<file path="src/rtl/dram_refresh_pkg.sv">
/*
 Constants and types for the DRAM refresh and self-refresh block.
 Assumes a 50 MHz core clock that samples the command pins.
*/
package dram_refresh_pkg;

   localparam int CLK_PERIOD_NS = 20;
   // Figures not printed alongside these rules; plain defaults
   localparam int T_RFC_NS      = 110;
   localparam int T_REFI_NS     = 7800;
   localparam int T_XS_NS       = 120;
   localparam int T_XSDLL_NCK   = 512;

   // Least times round up, the interval rounds down
   localparam logic [7:0] RFC_CYCLES   =
      8'((T_RFC_NS + CLK_PERIOD_NS - 1) / CLK_PERIOD_NS);
   localparam logic [8:0] REFI_CYCLES  = 9'(T_REFI_NS / CLK_PERIOD_NS);
   localparam logic [7:0] XS_CYCLES    =
      8'((T_XS_NS + CLK_PERIOD_NS - 1) / CLK_PERIOD_NS);
   localparam logic [9:0] XSDLL_CYCLES = 10'(T_XSDLL_NCK);

   localparam int         ROW_W     = 13;
   localparam logic [12:0] ROW_RESET = 13'h0000;

   // Command codes on {cs_n, ras_n, cas_n, we_n}
   localparam logic [3:0] CMD_REFRESH = 4'h1;
   localparam logic [3:0] CMD_WRITE   = 4'h4;
   localparam logic [3:0] CMD_READ    = 4'h5;
   localparam logic [3:0] CMD_NOP     = 4'h7;

   typedef enum logic [3:0] {
      MODE_IDLE = 4'h1,
      MODE_REF  = 4'h2,
      MODE_SREF = 4'h4,
      MODE_EXIT = 4'h8
   } mode_type;

   typedef struct packed {
      logic cs_n;
      logic ras_n;
      logic cas_n;
      logic we_n;
      logic cke;
      logic reset_n;
      logic odt;
      logic a12;
   } cmd_pins_type;

   localparam cmd_pins_type PINS_RESET = 8'hF4;

   typedef struct packed {
      logic               self_refresh;
      logic               int_clk_en;
      logic               dll_enable;
      logic               dll_reset;
      logic               dll_locked;
      logic               refresh_start;
      logic               refresh_busy;
      logic               burst_strobe;
      logic               burst_chop;
      logic [ROW_W-1:0]   row;
   } status_type;

   typedef struct packed {
      cmd_pins_type       sync1;
      cmd_pins_type       sync2;
      logic               cke_prev;
      mode_type           mode;
      logic [7:0]         rfc_cnt;
      logic [8:0]         refi_cnt;
      logic [7:0]         xs_cnt;
      logic [9:0]         lock_cnt;
      logic [ROW_W-1:0]   row;
      logic               dll_on;
      logic               dll_reset;
      logic               refresh_start;
      logic               burst_strobe;
      logic               burst_chop;
   } state_type;

endpackage

</file>
<file path="src/rtl/dram_refresh_self_refresh.sv">
/*
 Refresh and self-refresh control inside the DRAM: refresh row counter,
 self-refresh entry, internal refresh timer, exit and loop relock, and
 the on-the-fly burst length choice on read and write.
 Assumes the controller keeps its own command timing and refresh budget.
*/
// Contract
// - Device supplies refresh rows itself; ends with all banks idle.
// - Postponed or early count stays frozen during self-refresh.
// - Loop turned off on entry, re-enabled with reset on exit.
// - Only clock enable and reset heard in self-refresh; clock gated.
// - Device starts a refresh itself within minimum time after entry.
// - Address bit 12 picks chop four or eight beats on read or write.
`timescale 1ns/100ps
module dram_refresh_self_refresh (
   input  wire logic                         clk,
   input  wire logic                         rst,
   input  wire dram_refresh_pkg::cmd_pins_type pins,
   input  wire logic                         mr1_dll_disable,
   output      dram_refresh_pkg::status_type status
);

   dram_refresh_pkg::state_type s;
   dram_refresh_pkg::state_type next_s;

   logic [3:0] cmd;
   logic       cke_now;
   logic       is_ref;
   logic       is_sre;
   logic       is_rw;
   logic       is_srx;
   logic       start_ref;

   function automatic logic [3:0] cmd_of(
      input dram_refresh_pkg::cmd_pins_type p);
      cmd_of = {p.cs_n, p.ras_n, p.cas_n, p.we_n};
   endfunction

   // Only the second synchroniser stage is decoded
   assign cmd     = cmd_of(s.sync2);
   assign cke_now = s.sync2.cke;
   assign is_ref  = s.cke_prev && cke_now &&
                    cmd == dram_refresh_pkg::CMD_REFRESH;
   assign is_sre  = s.cke_prev && !cke_now &&
                    cmd == dram_refresh_pkg::CMD_REFRESH;
   assign is_rw   = s.cke_prev && cke_now &&
                    (cmd == dram_refresh_pkg::CMD_READ ||
                     cmd == dram_refresh_pkg::CMD_WRITE);
   assign is_srx  = !s.cke_prev && cke_now &&
                    (s.sync2.cs_n || cmd == dram_refresh_pkg::CMD_NOP);

   always_comb begin
      next_s               = s;
      start_ref            = 1'b0;
      next_s.sync1         = pins;
      next_s.sync2         = s.sync1;
      next_s.cke_prev      = s.sync2.cke;
      next_s.refresh_start = 1'b0;
      next_s.dll_reset     = 1'b0;
      next_s.burst_strobe  = 1'b0;
      if (s.rfc_cnt != 8'h00) begin
         next_s.rfc_cnt = s.rfc_cnt - 8'h01;
      end
      if (s.lock_cnt != 10'h000) begin
         next_s.lock_cnt = s.lock_cnt - 10'h001;
      end
      case (s.mode)
         dram_refresh_pkg::MODE_IDLE: begin
            if (is_ref) begin
               // Address pins ignored; row comes from the counter
               next_s.mode = dram_refresh_pkg::MODE_REF;
               start_ref   = 1'b1;
            end else if (is_sre) begin
               next_s.mode     = dram_refresh_pkg::MODE_SREF;
               next_s.refi_cnt = dram_refresh_pkg::REFI_CYCLES;
               next_s.dll_on   = 1'b0;
               start_ref       = 1'b1;
            end else if (is_rw) begin
               // Bit 12 is never a column bit
               next_s.burst_strobe = 1'b1;
               next_s.burst_chop   = !s.sync2.a12;
            end
         end
         dram_refresh_pkg::MODE_REF: begin
            // Bank state is idle again once the cycle ends
            if (s.rfc_cnt <= 8'h01) begin
               next_s.mode = dram_refresh_pkg::MODE_IDLE;
            end
         end
         dram_refresh_pkg::MODE_SREF: begin
            // Commands other than clock enable are ignored
            // Timer refreshes move only the row, no budget
            if (s.refi_cnt != 9'h000) begin
               next_s.refi_cnt = s.refi_cnt - 9'h001;
            end else if (s.rfc_cnt == 8'h00) begin
               next_s.refi_cnt = dram_refresh_pkg::REFI_CYCLES;
               start_ref       = 1'b1;
            end
            if (is_srx) begin
               next_s.mode      = dram_refresh_pkg::MODE_EXIT;
               next_s.xs_cnt    = dram_refresh_pkg::XS_CYCLES;
               next_s.lock_cnt  = dram_refresh_pkg::XSDLL_CYCLES;
               next_s.dll_on    = !mr1_dll_disable;
               next_s.dll_reset = !mr1_dll_disable;
               // Stale timer count would misdate the next entry refresh
               next_s.refi_cnt  = 9'h000;
            end
         end
         dram_refresh_pkg::MODE_EXIT: begin
            // A timer refresh may still run; it finishes on rfc_cnt
            if (s.xs_cnt != 8'h00) begin
               next_s.xs_cnt = s.xs_cnt - 8'h01;
            end
            if (s.xs_cnt <= 8'h01) begin
               next_s.mode = dram_refresh_pkg::MODE_IDLE;
            end
         end
         default: begin
            next_s.mode = dram_refresh_pkg::MODE_IDLE;
         end
      endcase
      if (start_ref) begin
         next_s.refresh_start = 1'b1;
         next_s.row           = s.row + 13'h0001;
         next_s.rfc_cnt       = dram_refresh_pkg::RFC_CYCLES;
      end
      // Reset pin is heard in every mode, self-refresh included
      if (!s.sync2.reset_n) begin
         next_s.mode          = dram_refresh_pkg::MODE_IDLE;
         next_s.rfc_cnt       = 8'h00;
         next_s.refi_cnt      = 9'h000;
         next_s.xs_cnt        = 8'h00;
         next_s.lock_cnt      = 10'h000;
         next_s.dll_on        = !mr1_dll_disable;
         next_s.refresh_start = 1'b0;
         next_s.burst_strobe  = 1'b0;
         next_s.row           = s.row;
      end
   end

   always_ff @(posedge clk or posedge rst) begin
      if (rst) begin
         s.sync1         <= dram_refresh_pkg::PINS_RESET;
         s.sync2         <= dram_refresh_pkg::PINS_RESET;
         s.cke_prev      <= 1'b0;
         s.mode          <= dram_refresh_pkg::MODE_IDLE;
         s.rfc_cnt       <= 8'h00;
         s.refi_cnt      <= 9'h000;
         s.xs_cnt        <= 8'h00;
         s.lock_cnt      <= 10'h000;
         s.row           <= dram_refresh_pkg::ROW_RESET;
         s.dll_on        <= 1'b1;
         s.dll_reset     <= 1'b0;
         s.refresh_start <= 1'b0;
         s.burst_strobe  <= 1'b0;
         s.burst_chop    <= 1'b0;
      end else begin
         s <= next_s;
      end
   end

   always_comb begin
      status.self_refresh  = s.mode == dram_refresh_pkg::MODE_SREF;
      // Core clock gated while resting
      status.int_clk_en    = s.mode != dram_refresh_pkg::MODE_SREF;
      status.dll_enable    = s.dll_on;
      status.dll_reset     = s.dll_reset;
      status.dll_locked    = s.dll_on && s.lock_cnt == 10'h000;
      status.refresh_start = s.refresh_start;
      status.refresh_busy  = s.rfc_cnt != 8'h00;
      status.burst_strobe  = s.burst_strobe;
      status.burst_chop    = s.burst_chop;
      status.row           = s.row;
   end

   row_step_a: assert property (
      @(posedge clk) disable iff (rst)
      s.refresh_start |-> s.row == $past(s.row) + 13'h0001)
      else $error("refresh row did not advance by one");

   entry_ref_a: assert property (
      @(posedge clk) disable iff (rst)
      s.mode == dram_refresh_pkg::MODE_IDLE && is_sre && s.sync2.reset_n
      |=> status.self_refresh && s.refresh_start && !s.dll_on)
      else $error("no refresh or loop still on at entry");

   loop_off_a: assert property (
      @(posedge clk) disable iff (rst)
      status.self_refresh |-> !status.dll_enable)
      else $error("delay loop enabled during self-refresh");

   loop_relock_a: assert property (
      @(posedge clk) disable iff (rst)
      $fell(status.self_refresh) && s.mode == dram_refresh_pkg::MODE_EXIT
      && !mr1_dll_disable |-> s.dll_reset ##1 !status.dll_locked)
      else $error("loop not reset on self-refresh exit");

   sref_deaf_a: assert property (
      @(posedge clk) disable iff (rst)
      status.self_refresh |-> !status.int_clk_en ##1 !s.burst_strobe)
      else $error("command acted on during self-refresh");

   frozen_a: assert property (
      @(posedge clk) disable iff (rst)
      status.self_refresh && s.refresh_start
      |-> $past(s.refi_cnt) == 9'h000)
      else $error("self-refresh refresh not from the timer");

   burst_pick_a: assert property (
      @(posedge clk) disable iff (rst)
      s.mode == dram_refresh_pkg::MODE_IDLE && is_rw && !is_ref
      && s.sync2.reset_n
      |=> s.burst_strobe && s.burst_chop == !$past(s.sync2.a12))
      else $error("burst length not taken from bit 12");

endmodule
</file>
<file path="config.mk">
export PLATFORM = sky130hd
export DESIGN_NAME = dram_refresh_self_refresh
export DESIGN_NICKNAME = d
export VERILOG_FILES = /design/src/rtl/dram_refresh_pkg.sv /design/src/rtl/dram_refresh_self_refresh.sv
export SDC_FILE = /design/constraint.sdc
export NUM_CORES = 1
export LEC_CHECK = 0
export ABC_CLOCK_PERIOD_IN_PS = 2600
export BUFFER_PORTS_ARGS = -buffer_cell sky130_fd_sc_hd__buf_2
export CAP_MARGIN = 10
export CORE_MARGIN = 5
export CORE_UTILIZATION = 35
export DETAILED_ROUTE_END_ITERATION = 7
export GPL_TIMING_DRIVEN = 0
export PLACE_DENSITY = 0.53
export SYNTH_ARGS = -nofsm -noshare
export SYNTH_HDL_FRONTEND = slang
export SYNTH_SLANG_ARGS = --single-unit
</file>
<file path="constraint.sdc">
create_clock -name clk -period 2.6 [get_ports clk]
set_input_delay 0.26 -clock clk [delete_from_list [all_inputs] [get_ports clk]]
set_output_delay 0.26 -clock clk [all_outputs]
set_load 0.05 [all_outputs]
</file>
== Word-level counts from Yosys, hierarchy flattened ==
Cells that the tools add are included.
Word-level totals
  register bits after elaboration: 72
  output and inout bits: 22
  word-level logic and storage cells: 117
Cells by class
  magnitude comparators: 2
  mux-type cells: 36
  equal/unequal tests: 20
  add/sub/neg operators: 5
  reductions and logical operators: 26
  bitwise operators: 2
Operators by type and width (number)
  $mux 53: 1
  $mux 9: 4
  $mux 27: 1
  $mux 8: 3
  $mux 10: 2
  $mux 4: 5
  $pmux 9 s2: 1
  $eq 4x3->1 const B: 4
  $le 8x1->1 const B: 2
  $pmux 4 s4: 1
  $pmux 8 s2: 1
  $reduce_and 4->1: 4
  $reduce_bool 8->1: 2
  $sub 8x1->8 const B: 2
  $ne 3x3->1 const B: 5
  $add 13x1->13 const B: 1
  $mux 13: 1
  $mux 2: 6
  $ne 3x2->1 const B: 4
  $logic_not 10->1: 1
  $reduce_bool 10->1: 1
  $sub 10x1->10 const B: 1
  $reduce_bool 9->1: 1
  $sub 9x1->9 const B: 1
  other kinds (15): 36

== Depth between registers and ports, before layout ==
  depth after elaboration: 8
  depth in mapped cells: 9
  gate-level depth less buffers: 7

== Worst setup path before layout ==
Ideal clock, no wire load.
  kind: flip-flop to flip-flop
  from: reg s[54] (netlist name)
  to: reg s[37] (netlist name)
  required time: 2475 ps
  cell stages (with the launch flop): 7
  path slack: -104 ps
  data arrival time: 2579 ps
  cells stage by stage: dfrtp_1 > nor4b_4 > inv_2 > or3_1 > nand2_1 > a21oi_1 > mux2_2
RTL lines
  start, declared: line dram_refresh_self_refresh.sv:23  | dram_refresh_pkg::state_type s;
  start signal, assigned: line dram_refresh_self_refresh.sv:158  | s <= next_s;

== Worst setup path after layout ==
  from: reg s[53] (netlist name)
  to: reg s[37] (netlist name)
Between the ends
  cells in the longest elaborated chain, start to end: 3
RTL lines
  $eq 4x3->1 or $eq 4x1->1 (tied branches): line dram_refresh_self_refresh.sv:67  | case (s.mode)
  $ne 5x2->1 (no source line), or another cell as far along
  $reduce_and 4->1 (no source line) or $mux 53 (tied branches)
Parallel ways exist; a longest one is shown, timed or not.
A chain may end at the register's enable or synchronous reset.

==> results by group <==
Layout
  – Most common cell after layout, fill and taps aside: dfrtp_1
  – Most frequent cells in the layout: dfrtp_1 (60), nor2_1 (46), buf_2 (33)
  – Area grow syn2layout: 18.0%
  – Fillcell total: 1030
  – Final nets: 427
  – Fraction of layout cells with a size suffix above 1: about a quarter
  – Final core utilization: about two fifths
  – # diodes: 0

Clock network
  – Clock tree sinks: 72
  – Worst-Skew Late Latency: 0.35 ns
  – CTS tree: yes
  – Root buf cell: clkbuf_8
  – Reg clk slew, reported paths: 0.08 ns
  – Max Buffers Root-to-Sink: 2
  – H-tree depth: 3
  – TritonCTS Buffers: 9

Timing
  – RSZ-0062 raised after global routing: no
  – Max Slew Vio Count: 0
  – Fin. Hold Viols: 0
  – Post-layout minimum cycle time: 2.41 ns
  – Worst-margin pin slew: between 0.8 and 0.9 ns
  – Max Fclk: 0.415 GHz
  – Clock Skews: 0.0104 ns
  – Setup violations, final: 0
  – Rel. slew slack: 45.3%
  – Min Hold Slack: about 0.069 ns
  – Setup slack after layout: 0.191 ns
  – Fin crit share: 92.7%

GRT
  – GRT overflow: 0
  – Aggregate global-route resource usage: 12.2%
  – Initial antenna violation count: 0
  – Vias in the first global route: 2625
  – Largest net degree at the start of global routing: 45
  – First-pass GRT wire length: 12.5 mm

Setup path
  – CP Cell Sequence: nor4b_1 -> nand3_1 -> o211a_1 -> a31oi_4 -> mux2_2
  – Worst flop-to-flop path startpoint: s[53]
  – Largest stage delay on the critical path: between 0.6 and 0.7 ns
  – Setup crit end kind: flip-flop
  – CP max stage cell: dfstp_2
  – Worst EP arrival: 2.65 ns
  – Kind of critical path: reg2reg
  – Worst path required time: ~2.8 ns
  – Worst Setup Start Kind: flip-flop
  – Depth of the worst register-to-register path: 5
  – Worst-path fanout max: 7
  – Capture point of the worst reg-to-reg path: s[37]
  – Reg-to-reg slack, setup: 0.19 ns

Place
  – Worst slack at placement: 0.0781 ns
  – IO Port Bufs: 31
  – Global placement routability congestion: between 0.8 and 0.9
  – Dpl hpwl: 5.15 mm

Run status
  – Status: completed

Synthesis
  – Number of enable flip-flop cells after synthesis: 0
  – Netlist cell types: 55
  – Post-Syn Area: 0.00363 mm2
  – Post-synth ARST share: 100%
  – Register area share after synthesis: 50.1%
  – Synth Instances: around 360
  – Syn nets: 376
  – Post-Syn Area per Cell: 10.2 um2
  – Synth Warn #: 0
  – Dominant synthesized flop cell: dfrtp_1
  – Post-synthesis register bit count: 72

Floorplanning
  – Core area: between 0.01 and 0.015 mm2
  – Chip height: approximately 110 um
  – Starting Density: 35.5%
  – Core Rows: 37
  – Die area: between 0.01 and 0.015 mm2
  – Chip width: 112 um
  – Num ports: 33

Power and ir drop
  – Max VDD drop: slightly above 400 uV
  – Pwr Density: between 700 and 800 mW/mm2
  – LEAKAGE: 1.96 nW

Routing
  – Routed vias: 2639
  – DR pass1 iterations: 4
  – Wl on met1: 3.43 mm
  – Wire length on met2: 3.40 mm
  – WL per Instance: about 13 um
  – Via-to-Cell Ratio: 4.82
  – DRC viols: 0
  – Iter 0 DRT Violations: 98
  – Met3 WL post-DR: 233 um
  – Post-Route WL: 7.17 mm
  – Post-DRT Antenna Nets: 0
  – Top Metal Used: met4

Min path
  – Min-Delay Path Class: in2reg
  – Worst Hold Path EP: status[18]
  – Hold depth: 2
  – Worst hold start: mr1_dll_disable

Job
  – Max-cap violations: 0
==> registers in the layout, summed over array words and instances, names as in the netlist <==
name     count
s           42
status      18
next_s       7
cmd          4
cke_now      1
==> cell families after synthesis <==
group | count (synthesis) | synth area share [%]
fa+ha+maj | 10 | 3.45
mux | 6 | 1.72
flops | 72 | 50.1
simple gates | 150 | 21.9
buf+inv | 38 | 6.17
compound gates | 51 | 9.90
xor+xnor | 28 | 6.76
==> critical path: cells and delay by family (launching register included) <==
family / cells / cell delay [ns]
AO/OA/AOI/OAI: 2 / 0.63
flip-flops: 1 / 0.61
multiplexers: 1 / 0.36
AND/OR/NAND/NOR: 2 / 0.70
==> metal layers <==
metal / vias to the layer above / global-route usage [%]
met3: 9 / 2.99
met5: - / 0
met2: 31 / 19.4
met4: 0 / 4.54
met1: 1270 / 16.2
li1: 1329 / -
==> synthesized netlist by cell type, drive strengths merged, types with 2 or more instances <==
cell,instances,share of area [%]
dfrtp,60,41
nor2,46,4.8
nand2,28,2.9
buf,23,4.6
o21ai,18,2.5
xor2,15,3.6
inv,14,1.4
nand3,14,1.9
a21oi,13,1.8
nand4,13,2.2
xnor2,13,3.1
dfstp,12,8.7
ha,10,3.4
nor3,8,1.1
nand4b,5,1.2
mux2i,4,1.1
nand2b,4,0.69
nor2b,4,0.69
nor4,4,0.69
o211a,4,1.1
or3,4,0.83
nor3b,3,0.62
nor4b,3,1.3
o31ai,3,1.0
or4,3,0.72
a211oi,2,0.41
a31oi,2,0.76
and2,2,0.34
and3,2,0.34
mux2,2,0.62
o211ai,2,0.41
o221a,2,0.62
or2,2,0.35
==> how the worst max path moves through the flow <==
stage,start,depth (start not counted),endpoint
final,s[53],5,s[37]
after global routing,s[53],5,s[37]
after CTS,s[38],5,status[1]
after detailed placement,s[38],5,status[1]
after global placement,rst,2,s[20]
after floorplan,s[54],6,s[37]
==> metrics by stage <==
| stage | instances | instance area (um2) | total power [mW] | setup TNS, ns |
|---|---|---|---|---|
| global route | 547 | 4280 | 3.50 | 0 |
| finish | 547 | 4280 | 3.26 | 0 |
| detailed placement | 523 | 4000 | 2.41 | 0 |
| global placement | 522 | 3970 | 2.38 | -29.37 |
| CTS | 546 | 4270 | 3.30 | 0 |
| floorplan | 355 | 3640 | 2.20 | 0 |
==> cell type report <==
class,count,area [um2],share of cell area [%]
plain buffers,24,171,4.00
clock buffers,10,128,2.98
clock inverters,6,61.3,1.43
inverters,14,68.8,1.61
multi-input cells,245,1600,37.4
flip-flops and latches,72,1820,42.4
well taps,136,170,3.98
repair buffers,40,263,6.14
==> repair_timing <==
| action | CTS | global route |
|---|---|---|
| hold endpoints to repair | 25 | 1 |
| setup endpoints to repair | 1 | 8 |
| hold buffers | 7 | 1 |
| buffers inserted | 0 | 0 |
| resized for setup | 1 | 1 |
==> report_power, final <==
group          internal [mW]  switching (mW)
clock                  0.440           0.415
sequential              1.26           0.136
combinational          0.416           0.588
(Power assumes the default switching activity.)
